<file path="src/acrs_pkg.sv">
// Constants, register map and types shared by the readout sequencer
package acrs_pkg;
  // Bit positions of the synchronised pin vector
  localparam int unsigned PIN_CLEAR = 0;
  localparam int unsigned PIN_RSTRB = 1;
  localparam int unsigned PIN_SSTRB = 2;
  localparam int unsigned PIN_BW    = 3;
  localparam int unsigned PIN_START = 4;
  localparam int unsigned PIN_RCLK  = 5;
  localparam int unsigned PIN_PD_N  = 6;
  localparam int unsigned PIN_NAP_N = 7;
  localparam int unsigned PIN_HIZ   = 8;
  localparam int unsigned PIN_POL   = 9;
  localparam int unsigned PIN_MODE  = 10;
  localparam int unsigned PIN_RNG0  = 11;
  localparam int unsigned PIN_RNG1  = 12;
  localparam int unsigned PIN_RNG2  = 13;
  localparam int unsigned PIN_COUNT = 14;
  // Readout timing in readout clock edges
  localparam int unsigned TCNT_W          = 7;
  localparam logic [6:0]  SIMUL_RST_CLKS  = 7'h08;
  localparam logic [6:0]  SEQ_RST_CLKS    = 7'h20;
  localparam logic [6:0]  BYPASS_FALLS    = 7'h40;
  localparam logic [1:0]  SEQ_STEP_LAST   = 2'h3;
  localparam logic [1:0]  SEQ_SKEW_PHASE  = 2'h1;
  // Register map, byte addresses
  localparam int unsigned ADDR_W     = 4;
  localparam logic [3:0]  REG_CTRL   = 4'h0;
  localparam logic [3:0]  REG_STATUS = 4'h4;
  localparam logic [3:0]  REG_CONFIG = 4'h8;
  localparam int unsigned DELAY_W        = 4;
  localparam logic [3:0]  CTRL_DELAY_RST = 4'h0;
  localparam int unsigned CTRL_DELAY_LSB = 0;
  localparam int unsigned STAT_STATE_LSB = 0;
  localparam int unsigned STAT_CNT_LSB   = 4;
  localparam int unsigned STAT_RST_SW    = 12;
  localparam int unsigned STAT_BYPASS    = 13;
  localparam int unsigned STAT_OUT_EN    = 14;
  localparam int unsigned STAT_EOC       = 15;
  localparam int unsigned CFG_RANGE_LSB  = 0;
  localparam int unsigned CFG_POL        = 4;
  localparam int unsigned CFG_SIMUL      = 5;
  localparam int unsigned CFG_BW         = 6;
  localparam int unsigned CFG_PD         = 7;
  localparam int unsigned CFG_NAP        = 8;
  localparam int unsigned CFG_HIZ_EN     = 9;
  localparam logic [1:0]  RESP_OKAY      = 2'h0;
  localparam logic [1:0]  RESP_SLVERR    = 2'h2;

  typedef enum logic [1:0] {
    RD_IDLE  = 2'b00,
    RD_ARMED = 2'b01,
    RD_SHIFT = 2'b10,
    RD_DONE  = 2'b11
  } acrs_rd_e;
endpackage

</file>
<file path="src/acrs_pin_sync.sv">
// Two-stage pin synchroniser with edge detection on the settled level
module acrs_pin_sync #(
  parameter int unsigned WIDTH = 1
) (
  input  wire logic             clk_in,
  input  wire logic             resetn_in,
  input  wire logic [WIDTH-1:0] async_in,
  output logic      [WIDTH-1:0] level_out,
  output logic      [WIDTH-1:0] rise_out,
  output logic      [WIDTH-1:0] fall_out
);
  typedef struct packed {
    logic [WIDTH-1:0] s1;
    logic [WIDTH-1:0] s2;
    logic [WIDTH-1:0] s3;
  } acrs_sync_s;

  acrs_sync_s st;
  acrs_sync_s next_st;

  if (WIDTH < 1) begin : g_bad_width
    $error("acrs_pin_sync needs WIDTH of at least one");
  end

  // Only s2 feeds s3; s1 is read by nothing else
  always_comb begin
    next_st    = st;
    next_st.s1 = async_in;
    next_st.s2 = st.s1;
    next_st.s3 = st.s2;
  end

  always_ff @(posedge clk_in) begin
    if (!resetn_in) begin
      st <= '0;
    end else begin
      st <= next_st;
    end
  end

  assign level_out = st.s2;
  assign rise_out  = st.s2 & ~st.s3;
  assign fall_out  = ~st.s2 & st.s3;
endmodule

</file>
<file path="src/acrs_sequencer.sv">
// Readout and integration sequencer with AXI4-Lite status and control
//
// The placing of the registers and the AXI4-Lite slave port were chosen for this implementation.
module acrs_sequencer #(
  parameter int unsigned NUM_CHANNELS = 64
) (
  input  wire logic                      ref_clk_in,
  input  wire logic                      resetn_in,
  input  wire logic                      integrator_clear_in,
  input  wire logic                      reset_level_strobe_in,
  input  wire logic                      signal_level_strobe_in,
  input  wire logic                      sample_filter_bw_ctl_in,
  input  wire logic                      readout_start_in,
  input  wire logic                      readout_clk_in,
  input  wire logic                      powerdown_n_in,
  input  wire logic                      low_power_n_in,
  input  wire logic                      output_hiz_enable_in,
  input  wire logic                      polarity_select_in,
  input  wire logic                      output_mode_select_in,
  input  wire logic                      range_sel_bit2_in,
  input  wire logic                      range_sel_bit1_in,
  input  wire logic                      range_sel_bit0_in,
  output logic                           cascade_start_out,
  output logic                           end_of_conversion_out,
  output logic [$clog2(NUM_CHANNELS)-1:0] drv0_channel_out,
  output logic [$clog2(NUM_CHANNELS)-1:0] drv1_channel_out,
  output logic [1:0]                     analog_out_enable_out,
  output logic                           integrator_reset_sw_out,
  output logic                           filter_bypass_out,
  output logic                           reset_level_capture_out,
  output logic                           signal_level_capture_out,
  output logic                           filter_bw_high_out,
  output logic                           powerdown_out,
  output logic                           nap_out,
  output logic [2:0]                     range_out,
  output logic                           integrate_down_out,
  output logic                           simultaneous_out,
  input  wire logic [acrs_pkg::ADDR_W-1:0] s_axi_awaddr_in,
  input  wire logic                      s_axi_awvalid_in,
  output logic                           s_axi_awready_out,
  input  wire logic [31:0]               s_axi_wdata_in,
  input  wire logic [3:0]                s_axi_wstrb_in,
  input  wire logic                      s_axi_wvalid_in,
  output logic                           s_axi_wready_out,
  output logic [1:0]                     s_axi_bresp_out,
  output logic                           s_axi_bvalid_out,
  input  wire logic                      s_axi_bready_in,
  input  wire logic [acrs_pkg::ADDR_W-1:0] s_axi_araddr_in,
  input  wire logic                      s_axi_arvalid_in,
  output logic                           s_axi_arready_out,
  output logic [31:0]                    s_axi_rdata_out,
  output logic [1:0]                     s_axi_rresp_out,
  output logic                           s_axi_rvalid_out,
  input  wire logic                      s_axi_rready_in
);
  localparam int unsigned CH_W   = $clog2(NUM_CHANNELS);
  localparam int unsigned CW     = CH_W - 1;
  localparam int unsigned HIST_N = 2 ** acrs_pkg::DELAY_W;
  localparam logic [CW-1:0] LAST_STEP = CW'((NUM_CHANNELS / 2) - 1);
  localparam logic [CH_W-1:0] HALF    = CH_W'(NUM_CHANNELS / 2);

  if (NUM_CHANNELS < 4 || (NUM_CHANNELS & (NUM_CHANNELS - 1)) != 0 || CW > 8) begin : g_bad_ch
    $error("NUM_CHANNELS must be a power of two from 4 to 512");
  end

  typedef struct packed {
    acrs_pkg::acrs_rd_e        rd;
    logic [CW-1:0]             cnt;
    logic [1:0]                phase;
    logic [CH_W-1:0]           drv0;
    logic [CH_W-1:0]           drv1;
    logic                      eoc;
    logic                      out_en;
    logic                      rst_sw;
    logic                      bypass;
    logic [acrs_pkg::TCNT_W-1:0] rise_cnt;
    logic [acrs_pkg::TCNT_W-1:0] fall_cnt;
    logic                      rcap;
    logic                      scap;
    logic                      bw;
    logic                      pd;
    logic                      nap;
    logic                      pol;
    logic                      simul;
    logic [2:0]                range;
    logic [HIST_N-1:0]         hist;
    logic                      cascade;
    logic [acrs_pkg::DELAY_W-1:0] delay;
    logic                      aw_ok;
    logic                      w_ok;
    logic [acrs_pkg::ADDR_W-1:0] awaddr;
    logic [31:0]               wdata;
    logic [3:0]                wstrb;
    logic                      bvalid;
    logic [1:0]                bresp;
    logic                      rvalid;
    logic [31:0]               rdata;
    logic [1:0]                rresp;
  } acrs_seq_s;

  acrs_seq_s st;
  acrs_seq_s next_st;

  logic [acrs_pkg::PIN_COUNT-1:0] pin_raw;
  logic [acrs_pkg::PIN_COUNT-1:0] pin_q;
  logic [acrs_pkg::PIN_COUNT-1:0] pin_rise;
  logic [acrs_pkg::PIN_COUNT-1:0] pin_fall;
  logic                           rclk_rise;
  logic                           rclk_fall;
  logic                           start_rise;
  logic                           start_fall;
  logic                           seq_mode;

  always_comb begin
    pin_raw                       = '0;
    pin_raw[acrs_pkg::PIN_CLEAR]  = integrator_clear_in;
    pin_raw[acrs_pkg::PIN_RSTRB]  = reset_level_strobe_in;
    pin_raw[acrs_pkg::PIN_SSTRB]  = signal_level_strobe_in;
    pin_raw[acrs_pkg::PIN_BW]     = sample_filter_bw_ctl_in;
    pin_raw[acrs_pkg::PIN_START]  = readout_start_in;
    pin_raw[acrs_pkg::PIN_RCLK]   = readout_clk_in;
    pin_raw[acrs_pkg::PIN_PD_N]   = powerdown_n_in;
    pin_raw[acrs_pkg::PIN_NAP_N]  = low_power_n_in;
    pin_raw[acrs_pkg::PIN_HIZ]    = output_hiz_enable_in;
    pin_raw[acrs_pkg::PIN_POL]    = polarity_select_in;
    pin_raw[acrs_pkg::PIN_MODE]   = output_mode_select_in;
    pin_raw[acrs_pkg::PIN_RNG0]   = range_sel_bit0_in;
    pin_raw[acrs_pkg::PIN_RNG1]   = range_sel_bit1_in;
    pin_raw[acrs_pkg::PIN_RNG2]   = range_sel_bit2_in;
  end

  // Readout clock is oversampled, so it must stay below a quarter of ref_clk_in
  acrs_pin_sync #(
    .WIDTH (acrs_pkg::PIN_COUNT)
  ) u_pin_sync (
    .clk_in    (ref_clk_in),
    .resetn_in (resetn_in),
    .async_in  (pin_raw),
    .level_out (pin_q),
    .rise_out  (pin_rise),
    .fall_out  (pin_fall)
  );

  assign rclk_rise  = pin_rise[acrs_pkg::PIN_RCLK];
  assign rclk_fall  = pin_fall[acrs_pkg::PIN_RCLK];
  assign start_rise = pin_rise[acrs_pkg::PIN_START];
  assign start_fall = pin_fall[acrs_pkg::PIN_START];
  assign seq_mode   = !pin_q[acrs_pkg::PIN_MODE];

  always_comb begin
    logic [31:0] rword;
    logic [1:0]  rresp;
    logic [6:0]  rst_limit;
    rword     = '0;
    rresp     = acrs_pkg::RESP_OKAY;
    rst_limit = seq_mode ? acrs_pkg::SEQ_RST_CLKS : acrs_pkg::SIMUL_RST_CLKS;
    next_st   = st;

    // Static mode pins and level capture strobes
    next_st.bw    = pin_q[acrs_pkg::PIN_BW];
    next_st.pd    = !pin_q[acrs_pkg::PIN_PD_N];
    next_st.nap   = !pin_q[acrs_pkg::PIN_NAP_N];
    next_st.pol   = pin_q[acrs_pkg::PIN_POL];
    next_st.simul = !seq_mode;
    next_st.range = {pin_q[acrs_pkg::PIN_RNG2], pin_q[acrs_pkg::PIN_RNG1],
                     pin_q[acrs_pkg::PIN_RNG0]};
    next_st.rcap  = pin_rise[acrs_pkg::PIN_RSTRB];
    next_st.scap  = pin_rise[acrs_pkg::PIN_SSTRB];

    // Reset phase switches, counted in readout clock edges
    if (pin_rise[acrs_pkg::PIN_CLEAR]) begin
      next_st.rst_sw   = 1'b1;
      next_st.bypass   = 1'b1;
      next_st.rise_cnt = '0;
      next_st.fall_cnt = '0;
    end else begin
      if (st.rst_sw && rclk_rise) begin
        next_st.rise_cnt = st.rise_cnt + 7'h01;
        if (st.rise_cnt + 7'h01 >= rst_limit) begin
          next_st.rst_sw = 1'b0;
        end
      end
      if (st.bypass && rclk_fall) begin
        next_st.fall_cnt = st.fall_cnt + 7'h01;
        if (st.fall_cnt + 7'h01 == acrs_pkg::BYPASS_FALLS) begin
          next_st.bypass = 1'b0;
        end
      end
    end

    // Channel readout
    if (start_rise) begin
      next_st.rd    = acrs_pkg::RD_ARMED;
      next_st.cnt   = '0;
      next_st.phase = '0;
    end else begin
      case (st.rd)
        acrs_pkg::RD_IDLE: begin
          next_st.rd = acrs_pkg::RD_IDLE;
        end
        acrs_pkg::RD_ARMED: begin
          if (start_fall) begin
            next_st.rd   = acrs_pkg::RD_SHIFT;
            next_st.drv0 = '0;
            next_st.drv1 = HALF;
          end
        end
        acrs_pkg::RD_SHIFT: begin
          if (rclk_rise) begin
            next_st.phase = seq_mode ? st.phase + 2'h1 : '0;
            if (!seq_mode || st.phase == acrs_pkg::SEQ_STEP_LAST) begin
              if (st.cnt == LAST_STEP) begin
                next_st.rd = acrs_pkg::RD_DONE;
              end else begin
                next_st.cnt  = st.cnt + 1'b1;
                next_st.drv1 = HALF | CH_W'(st.cnt + 1'b1);
                if (!seq_mode) begin
                  next_st.drv0 = CH_W'(st.cnt + 1'b1);
                end
              end
            end
            // Driver 0 trails driver 1 by two readout clocks
            if (seq_mode && st.phase == acrs_pkg::SEQ_SKEW_PHASE) begin
              next_st.drv0 = CH_W'(st.cnt);
            end
          end
        end
        acrs_pkg::RD_DONE: begin
          next_st.rd = acrs_pkg::RD_DONE;
        end
        default: begin
          next_st.rd = acrs_pkg::RD_IDLE;
        end
      endcase
    end
    next_st.eoc    = next_st.rd != acrs_pkg::RD_SHIFT;
    next_st.out_en = !(pin_q[acrs_pkg::PIN_HIZ] && next_st.rd == acrs_pkg::RD_DONE);

    // Cascade copy: start level delayed by two cycles plus a software-set number of cycles
    next_st.hist    = {st.hist[HIST_N-2:0], pin_q[acrs_pkg::PIN_START]};
    next_st.cascade = st.hist[st.delay];

    // AXI4-Lite write path; address and data taken in either order
    if (s_axi_awvalid_in && s_axi_awready_out) begin
      next_st.aw_ok  = 1'b1;
      next_st.awaddr = s_axi_awaddr_in;
    end
    if (s_axi_wvalid_in && s_axi_wready_out) begin
      next_st.w_ok  = 1'b1;
      next_st.wdata = s_axi_wdata_in;
      next_st.wstrb = s_axi_wstrb_in;
    end
    if (st.aw_ok && st.w_ok) begin
      next_st.aw_ok  = 1'b0;
      next_st.w_ok   = 1'b0;
      next_st.bvalid = 1'b1;
      next_st.bresp  = acrs_pkg::RESP_OKAY;
      case (st.awaddr)
        acrs_pkg::REG_CTRL: begin
          if (st.wstrb[0]) begin
            next_st.delay = st.wdata[acrs_pkg::CTRL_DELAY_LSB +: acrs_pkg::DELAY_W];
          end
        end
        acrs_pkg::REG_STATUS,
        acrs_pkg::REG_CONFIG: begin
          next_st.bresp = acrs_pkg::RESP_OKAY;
        end
        default: begin
          next_st.bresp = acrs_pkg::RESP_SLVERR;
        end
      endcase
    end else if (st.bvalid && s_axi_bready_in) begin
      next_st.bvalid = 1'b0;
    end

    // AXI4-Lite read path
    case (s_axi_araddr_in)
      acrs_pkg::REG_CTRL: begin
        rword[acrs_pkg::CTRL_DELAY_LSB +: acrs_pkg::DELAY_W] = st.delay;
      end
      acrs_pkg::REG_STATUS: begin
        rword[acrs_pkg::STAT_STATE_LSB +: 2] = st.rd;
        rword[acrs_pkg::STAT_CNT_LSB +: CW]  = st.cnt;
        rword[acrs_pkg::STAT_RST_SW]         = st.rst_sw;
        rword[acrs_pkg::STAT_BYPASS]         = st.bypass;
        rword[acrs_pkg::STAT_OUT_EN]         = st.out_en;
        rword[acrs_pkg::STAT_EOC]            = st.eoc;
      end
      acrs_pkg::REG_CONFIG: begin
        rword[acrs_pkg::CFG_RANGE_LSB +: 3] = st.range;
        rword[acrs_pkg::CFG_POL]            = st.pol;
        rword[acrs_pkg::CFG_SIMUL]          = st.simul;
        rword[acrs_pkg::CFG_BW]             = st.bw;
        rword[acrs_pkg::CFG_PD]             = st.pd;
        rword[acrs_pkg::CFG_NAP]            = st.nap;
        rword[acrs_pkg::CFG_HIZ_EN]         = pin_q[acrs_pkg::PIN_HIZ];
      end
      default: begin
        rresp = acrs_pkg::RESP_SLVERR;
      end
    endcase
    if (s_axi_arvalid_in && s_axi_arready_out) begin
      next_st.rvalid = 1'b1;
      next_st.rdata  = rword;
      next_st.rresp  = rresp;
    end else if (st.rvalid && s_axi_rready_in) begin
      next_st.rvalid = 1'b0;
    end
  end

  always_ff @(posedge ref_clk_in) begin
    if (!resetn_in) begin
      st        <= '0;
      st.rd     <= acrs_pkg::RD_IDLE;
      st.eoc    <= 1'b1;
      st.out_en <= 1'b1;
      st.delay  <= acrs_pkg::CTRL_DELAY_RST;
    end else begin
      st <= next_st;
    end
  end

  // Ready terms are combinational so a held response blocks new requests
  assign s_axi_awready_out        = !st.aw_ok && !st.bvalid;
  assign s_axi_wready_out         = !st.w_ok && !st.bvalid;
  assign s_axi_arready_out        = !st.rvalid;
  assign s_axi_bvalid_out         = st.bvalid;
  assign s_axi_bresp_out          = st.bresp;
  assign s_axi_rvalid_out         = st.rvalid;
  assign s_axi_rdata_out          = st.rdata;
  assign s_axi_rresp_out          = st.rresp;
  assign cascade_start_out        = st.cascade;
  assign end_of_conversion_out    = st.eoc;
  assign drv0_channel_out         = st.drv0;
  assign drv1_channel_out         = st.drv1;
  assign analog_out_enable_out    = {st.out_en, st.out_en};
  assign integrator_reset_sw_out  = st.rst_sw;
  assign filter_bypass_out        = st.bypass;
  assign reset_level_capture_out  = st.rcap;
  assign signal_level_capture_out = st.scap;
  assign filter_bw_high_out       = st.bw;
  assign powerdown_out            = st.pd;
  assign nap_out                  = st.nap;
  assign range_out                = st.range;
  assign integrate_down_out       = st.pol;
  assign simultaneous_out         = st.simul;
endmodule

</file>
<file path="config.mk">
export PLATFORM = sky130hd
export DESIGN_NAME = acrs_sequencer
export DESIGN_NICKNAME = d
export VERILOG_FILES = /design/src/acrs_pkg.sv /design/src/acrs_pin_sync.sv /design/src/acrs_sequencer.sv
export SDC_FILE = /design/constraint.sdc
export NUM_CORES = 1
export LEC_CHECK = 0
export ABC_CLOCK_PERIOD_IN_PS = 2100
export BUFFER_PORTS_ARGS = -buffer_cell sky130_fd_sc_hd__buf_2
export CAP_MARGIN = 20
export CORE_ASPECT_RATIO = 2
export CORE_MARGIN = 4
export CORE_UTILIZATION = 48
export DETAILED_ROUTE_END_ITERATION = 6
export PLACE_DENSITY = 0.76
export SLEW_MARGIN = 5
export SYNTH_ARGS = -nofsm -noshare
export SYNTH_HDL_FRONTEND = slang
export SYNTH_SLANG_ARGS = --single-unit
</file>
<file path="constraint.sdc">
create_clock -name ref_clk_in -period 2.1 [get_ports ref_clk_in]
set_input_delay 0.21 -clock ref_clk_in [delete_from_list [all_inputs] [get_ports ref_clk_in]]
set_output_delay 0.21 -clock ref_clk_in [all_outputs]
set_load 0.1 [all_outputs]
</file>
Word level (Yosys, flattened, before mapping)
Cells that the tools add are included.

cells by class
  add/sub/neg operators = 5
  $mul = 0
  divide/modulo/power cells = 0
  $lt $le $gt $ge = 2
  equal/unequal tests = 20
  shifts and indexed selects = 0
  multiplexer cells = 37
  bitwise logic cells = 7
  reduce and logical (&&, ||, !) cells = 43

operators by type and width
  cell                 count
  $mux 12              3
  $mux 7               4
  $pmux 12 s2          1
  $mux 21              1
  $mux 6               3
  $mux 16              1
  $add 7x1->7 const B  2
  $reduce_bool 2->1    7
  $and 6x6->6          2
  $logic_and 1x1->1    12
  $not 6->6            2
  $mux 1               11
  $mux 2               5
  $ne 2x2->1 const B   5
  $pmux 5 s2           1
  $mux 9               1
  $eq 2x2->1 const B   4
  $eq 4x3->1 const B   2
  $eq 4x4->1 const B   2
  $logic_not 1->1      8
  $logic_not 4->1      2
  $pmux 2 s4           1
  $eq 7x7->1 const B   1
  $ge 7x6->1           1
  other kinds (23)     32

word-level totals
  flip-flop bits (word level) = 135
  latch bits = 0
  RAM bits = 0
  bits in read-only memories = 0
  bits of input ports = 65
  memories kept = 0

Logic depth before layout (Yosys ltp)
Gate-level depths: netlist (run 1).

  depth in word-level cells = 11
  mapped depth = 9
  mapped depth without buffers = 8

Modules after synthesis
Synthesis (run 1) repeated with hierarchy kept, for this count alone.

second synthesis, totals
  cells, all modules = 617
  area total of the unflattened synthesis = 6064.6 um^2

modules (own cells, without submodules)
  module          times used  cells an instance  area each (um^2)  sequential area each (um^2)
  acrs_sequencer  1           487                4645.7            1981.9
  acrs_pin_sync   1           130                1418.9            840.8

Least setup slack after synthesis (run 1)
No wires, ideal clock.

  kind = register to register
  start point = reg st (netlist bit s_axi_bvalid_out)
  end point = reg st[38] (netlist bit)
  library setup time = 0.116 ns
  arrival time = 2.885 ns
  required time = 1.984 ns
  path slack = -0.901 ns
  cell stages (with the launch flop) = 6
  buffers on the path = 1
  period minus slack after synthesis = 3.001 ns
  cells stage by stage = dfxtp_1 nor2_1 and2_1 clkbuf_1 mux2i_1 nor2b_1

on the way
  word-level cells in the longest chain between the ends = 3

RTL lines
  what                    line                   RTL
  from (decl)             acrs_sequencer.sv:101  acrs_seq_s st;
  from (signal assigned)  acrs_sequencer.sv:319  st <= next_st;
  $logic_not 1->1         acrs_sequencer.sv:325  assign s_axi_wready_out = !st.w_ok && !st.bvalid;
  $logic_and 1x1->1       acrs_sequencer.sv:325
  via s_axi_wready_out    acrs_sequencer.sv:44   output logic s_axi_wready_out,
  $logic_and 1x1->1       acrs_sequencer.sv:248  if (s_axi_wvalid_in && s_axi_wready_out) begin

The timed path passes the listed nets, and every way through them passes these cells.
A chain may end at the register's enable or synchronous reset.

Final worst setup path (run 1)
  start point = reg st[148] (netlist bit)
  end point = reg st[146] (netlist bit)

on the way
  word-level cells in the longest chain between the ends = 2

RTL lines
  what                               line                   RTL
  $eq 2x2->1                         acrs_sequencer.sv:197  case (st.rd)
  $reduce_and 4->1 (no source line)  -

No other way between the ends.

==> flow_metrics.env, run 1 <==
export IMPL_status="completed"
export IMPL_top_reg_cell_synth="dfxtp_1"
export IMPL_grt_util_met3_pct=5.81
export IMPL_fraction_of_met2_tracks_used_by_global_routing_pct=31.7
export IMPL_slew_headroom_pct=40.6
export IMPL_core_area_sq_um=11000
export IMPL_clkSinkCount=131
export IMPL_gr_total_overflow=0
export IMPL_whs_ps=15.4
export IMPL_timing_rr_end="st[146]"
export IMPL_grt_antenna_before_repair=0
export IMPL_via_count_of_the_first_global_routing_pass=4012
export IMPL_finalClockSkew_ps=9.24
export IMPL_routed_wl_um=11000
export IMPL_pwr_density_cell_nw_per_um2=947
export IMPL_post_dp_hpwl_um=7950
export IMPL_layout_cells_most_common="dfxtp_1"
export IMPL_leading_area_contributor_after_synthesis="dfxtp_1"
export IMPL_synthArstFlopShare_pct=0
export IMPL_numPortBuffers=82
export IMPL_finalCriticalPeriod_ps=1990
export IMPL_routed_via_count=3883
export IMPL_postRouteAntennaNets=0
export IMPL_synth_sequential_area_ratio_pct=48.0
export IMPL_synthCells=552
export IMPL_met1_usage_pct=17.5
export IMPL_detail_route_vias_per_cell=5.01
export IMPL_finalCritPeriodShare_pct=95.0
export IMPL_groute_usage_overall_pct=17.3
export IMPL_cts_made_buffers=17
export IMPL_final_layout_size_suffix_gt1_share_pct=22.4
export IMPL_area_delta_synth_final_pct=18.9
export IMPL_die_width_um=83.4
export IMPL_tightestPinTransition_ps=869
export IMPL_synth_lib_cells_used_distinct=50
export IMPL_class_of_the_worst_hold_path="input pin to flop"
export IMPL_power_static_leakage_nw=2.75
export IMPL_cp_arrival_ps=2260
export IMPL_maxClockFrequency_ghz=0.501
export IMPL_number_of_maximum_capacitance_violations=0
export IMPL_timing_critical_path_fanout_max=12
export IMPL_post_synth_cell_area_avg_sq_um=9.89
export IMPL_worst_skew_pair_late_latency_ps=410
export IMPL_max_clock_path_buffers=2
export IMPL_maximum_number_of_pins_on_one_net_before_global_route_repair=65
export IMPL_synth_top_cells_by_area="dfxtp_1 (48%), buf_4 (7.3%), and2_1 (6.6%), mux2i_1 (4.0%), ha_1 (3.0%)"
export IMPL_worst_setup_path_endpoint="st[146]"
export IMPL_required_ps=2370
export IMPL_report_final_slew_viol_count=0
export IMPL_dieArea_sq_um=13300
export IMPL_post_dp_cell_area_sq_um=5770
export IMPL_final_weighted_congestion_of_routability_driven_global_placement=0.929
export IMPL_fin_nets=701
export IMPL_most_frequent_cells_in_the_layout="dfxtp_1 (127), buf_2 (82), and2_1 (58), nand2_1 (32), nor2_1 (32)"
export IMPL_initial_core_util_pct=49.6
export IMPL_tritoncts_clock_tree="done"
export IMPL_drcViolationCount=0
export IMPL_placement_rows=54
export IMPL_reg2reg_setup_slack_ps=110
export IMPL_criticalPathCategory="flop to flop"
export IMPL_report_final_setup_viol=0
export IMPL_syn_area_sq_um=5460
export IMPL_detailedRoute_firstPassIterationCount=5
export IMPL_cts_root_buf="clkbuf_16"
export IMPL_post_drt_wl_per_cell_um=14.2
export IMPL_fillers=939
export IMPL_number_of_flip_flops_and_latches_in_the_synthesized_netlist=131
export IMPL_clk_transition_reported_paths_ps=50
export IMPL_drtIter0Drc=181
export IMPL_synth_yosys_warnings=0
export IMPL_rr_startpoint="st[148]"
export IMPL_fp_dieH_um=159
export IMPL_worst_r2r_cell_count=8
export IMPL_antennaDiodeCount=0
export IMPL_boundary_pin_count=134
export IMPL_htree_num_levels=4
export IMPL_max_vdd_ir_drop_mv=0.643
export IMPL_finalInstanceArea_sq_um=6500
export IMPL_placedCellCount=733
export IMPL_stdcell_count=775
export IMPL_timing_critical_path_from="st[148]"
export IMPL_wire_length_of_the_first_global_routing_pass_um=18700
export IMPL_top_usage_layer_grt="met2"
export IMPL_timing_hold_violations_final=0
export IMPL_worst_setup_path_end_kind="flop"
export IMPL_critical_path_startpoint_type="flop"
export IMPL_post_synth_top_area_fraction_pct=48.0
export IMPL_synth_enable_flop_cells=0
layer usage:
layer  vias up  wire (um)
met3        24        539
met2       101       6040
li1       1918          -
met1      1840       4180
met4         0        260
met5         -          0
synth_stat cells (all sizes together) (2+ instances only):
cell type    n
a221oi       7
nor2        34
dfxtp      131
and3         3
nor4bb       2
ha          13
and2        58
buf         57
nand4        4
mux4         5
nand2b       7
nand3b       3
nor4b        2
nor2b       25
a21boi      20
xnor2        8
inv         12
o21a         2
nor3b        7
nand3       12
clkbuf      19
nor4         2
a2111oi      2
nor3         6
a21oi        7
xor2        13
or3         13
o21ai        9
mux2i       22
nand2       32
a22oi        2
timing repair:
item,in CTS,in global routing
cloned,0,0
buffers inserted,0,1
hold buffers,10,0
pin swaps,1,8
hold endpoints to repair,10,0
endpoints found under the setup margin,6,13
gates resized for setup,2,11
logic make-up (layout without fill, tap and decap cells):
kind of cell | after synthesis | after routing | share of synthesized area (%)
buf+inv | 88 | 152 | 9.87
fa+ha+maj | 14 | 14 | 3.16
flops | 131 | 131 | 48.0
simple gates | 213 | 213 | 21.6
xor+xnor | 21 | 21 | 3.37
other cells | 1 | 20 | 0.0687
mux | 27 | 27 | 6.37
compound gates | 57 | 57 | 7.49
flip-flops by register name, summed over array words and instances (netlist names), 3 cells and up:
| signal | cells |
|---|---|
| drv0_channel_out | 6 |
| drv1_channel_out | 6 |
| next_st | 15 |
| range_out | 3 |
| s_axi_rdata_out | 14 |
| st | 39 |
| u_pin_sync.level_out | 14 |
| u_pin_sync.next_st | 14 |
| u_pin_sync.st | 5 |
layout make-up:
class                      count  area, sq um  share of cell area, %
sequential                   131         2630                   40.5
inverter                      12         48.8                  0.751
clock inverter                10          135                   2.08
tap                          140          175                   2.70
timing repair buffer         109          638                   9.82
multi-input combinational    352         2420                   37.2
clock buffer                  21          450                   6.93
worst max-delay path, stage by stage, from the launching register on:
cell and delay [ps]:
dfxtp_2 350, inv_1 120, ha_1 340, nand3b_1 110
buf_4 170, buf_4 170, nor4_1 380, xnor2_1 170
nor2_1 50
power by group:
group | switching, mW | total, mW | internal (mW)
Clock | 1.03 | 2.91 | 1.88
Sequential | 0.0422 | 2.60 | 2.56
Combinational | 0.499 | 0.643 | 0.144
metrics by stage:
step	setup WS, ps	utilization (%)	TNS [ps]	power, mW
detailed placement	-32.0	52.4	-73.4	3.28
global placement	35.1	52.4	0	3.27
finish	106	59.0	0	6.15
global route	-1.10	59.0	-1.10	6.37
floorplan	84.4	-	0	3.21
CTS	0.820	58.8	0	6.21
worst min-delay path by stage:
stage	start	to	cells after the start
global route	output_hiz_enable_in	u_pin_sync.next_st[22]	2
floorplan	integrator_clear_in	u_pin_sync.next_st[14]	1
detailed placement	u_pin_sync.level_out[6]	powerdown_out	1
finish	output_hiz_enable_in	u_pin_sync.next_st[22]	2
global placement	u_pin_sync.st[2]	signal_level_capture_out	1
CTS	output_hiz_enable_in	u_pin_sync.next_st[22]	2
No activity file was read; power rests on OpenSTA's default activity.
==> run 2: changes to the inputs <==
--- a/config.mk
+++ b/config.mk
@@ -10,10 +10,11 @@
 export CAP_MARGIN = 20
 export CORE_ASPECT_RATIO = 2
 export CORE_MARGIN = 4
-export CORE_UTILIZATION = 48
+export CORE_UTILIZATION = 49
 export DETAILED_ROUTE_END_ITERATION = 6
 export PLACE_DENSITY = 0.76
 export SLEW_MARGIN = 5
 export SYNTH_ARGS = -nofsm -noshare
 export SYNTH_HDL_FRONTEND = slang
+export SYNTH_HIERARCHICAL = 1
 export SYNTH_SLANG_ARGS = --single-unit
==> flow_metrics.env, run 2 <==
export IMPL_status="completed"
export IMPL_largest_register_ffs=39
export IMPL_wire_length_of_the_first_global_routing_pass_um=18000
export IMPL_drtIter0Drc=189
export IMPL_cp_arrival_ps=2320
export IMPL_min_delay_start="output_mode_select_in"
export IMPL_fin_nets=712
export IMPL_timing_critical_path_from="st[120]"
export IMPL_slew_headroom_pct=62.7
export IMPL_drcViolationCount=0
export IMPL_pwr_density_cell_nw_per_um2=988
export IMPL_postRouteAntennaNets=0
export IMPL_fp_dieH_um=160
export IMPL_boundary_pin_count=134
export IMPL_hold_end="u_pin_sync/next_st[24]"
export IMPL_report_final_slew_viol_count=0
export IMPL_timing_rr_end="integrator_reset_sw_out"
export IMPL_multi_input_area_sq_um=2490
export IMPL_max_clock_path_buffers=2
export IMPL_finalInstanceArea_sq_um=6690
export IMPL_routed_via_count=3964
export IMPL_rr_startpoint="st[120]"
export IMPL_fillers=966
export IMPL_max_vdd_ir_drop_mv=0.651
export IMPL_power_total_mw=6.61
export IMPL_critical_path_startpoint_type="flop"
export IMPL_grt_antenna_before_repair=0
export IMPL_timing_hold_violations_final=0
export IMPL_largest_register="st"
export IMPL_cts_made_buffers=17
export IMPL_rsz0062_at_grt="no"
export IMPL_detailedRoute_firstPassIterationCount=4
export IMPL_routed_wl_um=11200
export IMPL_clkSinkCount=132
export IMPL_antennaDiodeCount=0
export IMPL_report_final_setup_viol=0
export IMPL_maximum_number_of_pins_on_one_net_before_global_route_repair=88
export IMPL_final_layout_size_suffix_gt1_share_pct=24.4
export IMPL_sequential_standard_cell_area_sq_um=2650
export IMPL_tritoncts_clock_tree="done"
export IMPL_fin_setup_tns_ps=0
export IMPL_worst_setup_path_end_kind="flop"
export IMPL_post_dp_cell_area_sq_um=5900
export IMPL_required_ps=2450
export IMPL_placement_rows=55
export IMPL_min_path_cells=2
export IMPL_die_width_um=84.0
export IMPL_final_core_utilization_pct=59.3
export IMPL_finalCritPeriodShare_pct=93.9
export IMPL_numPortBuffers=82
export IMPL_clk_transition_reported_paths_ps=60
export IMPL_timing_critical_path_fanout_max=3
export IMPL_class_of_the_worst_hold_path="input pin to flop"
export IMPL_most_frequent_cells_in_the_layout="dfxtp_1 (128), buf_2 (82), and2_1 (55), nor2b_1 (35), nand2_1 (33)"
export IMPL_maxClockFrequency_ghz=0.507
export IMPL_synth_yosys_warnings=6
export IMPL_dieArea_sq_um=13400
export IMPL_post_dp_hpwl_um=8270
export IMPL_whs_ps=9.81
export IMPL_criticalPathCategory="flop to flop"
export IMPL_finalClockSkew_ps=7.83
export IMPL_reg2reg_setup_slack_ps=130
export IMPL_core_area_sq_um=11300
export IMPL_post_synth_cell_area_avg_sq_um=9.86
export IMPL_worst_r2r_cell_count=8
export IMPL_groute_usage_overall_pct=16.9
export IMPL_htree_num_levels=4
export IMPL_synthCells=574
export IMPL_cts_root_buf="clkbuf_16"
export IMPL_gr_total_overflow=0
export IMPL_power_static_leakage_nw=2.88
export IMPL_final_weighted_congestion_of_routability_driven_global_placement=0.838
export IMPL_layout_cells_most_common="dfxtp_1"
export IMPL_area_delta_synth_final_pct=18.2
export IMPL_initial_core_util_pct=50.1
export IMPL_number_of_maximum_capacitance_violations=0
export IMPL_tightestPinTransition_ps=557
export IMPL_post_drt_wl_per_cell_um=14.2
export IMPL_detail_route_vias_per_cell=5.02
export IMPL_via_count_of_the_first_global_routing_pass=3803
export IMPL_syn_area_sq_um=5660
export IMPL_finalCriticalPeriod_ps=1970
export IMPL_worst_skew_pair_late_latency_ps=420
run 2: final cells by class:
class,instances,area share [%]
Clock inverter,13,3.42
Inverter,8,0.505
Clock buffer,19,6.62
Multi-Input combinational cell,365,37.2
Timing Repair Buffer,111,9.99
Tap cell,142,2.66
Sequential cell,132,39.6
run 2: how the worst max path moves through the flow:
| stage | cells past startpoint | endpoint |
|---|---|---|
| final | 8 | integrator_reset_sw_out |
| after floorplan | 5 | s_axi_rdata_out[5] |
| after CTS | 8 | integrator_reset_sw_out |
| after global routing | 8 | integrator_reset_sw_out |
| after detailed placement | 8 | integrator_reset_sw_out |
| after global placement | 8 | integrator_reset_sw_out |
run 2: power breakdown:
group	internal (mW)	switching (mW)	leakage, nW
combinational	0.149	0.509	1.47
clock	2.26	1.08	0.327
sequential	2.58	0.0424	1.08
total	4.98	1.63	2.88
run 2: worst max-delay path, cell delays in order (launching register included):
cell and delay, ps:
dfxtp_1 360, nand3_2 110, xor2_1 160, ha_1 310, or2_1 220, a31oi_1 170, o21ai_0 140, a211o_1 310
a31oi_1 150
run 2: per-layer routing:
layer  GRT usage (%)  share of wire (%)  vias up
met5               0                  0        -
met1            17.8                 38     1838
li1                -                  -     1966
met4            9.08                3.9        0
met2            29.5                 52      131
met3            5.58                6.4       29
run 2: per-stage QoR:
step | instances | setup slack [ps]
after floorplan | 593 | 86.6
after global placement | 747 | 155
after detailed placement | 747 | 112
after CTS | 790 | 76.7
after global routing | 790 | 15.5
final | 790 | 128
run 2: timing repair:
item | in CTS | in global routing
hold buffers | 11 | 0
buffers inserted | 0 | 0
hold endpoints to repair | 11 | 0
gates resized for setup | 0 | 3
setup endpoints to repair | 0 | 1
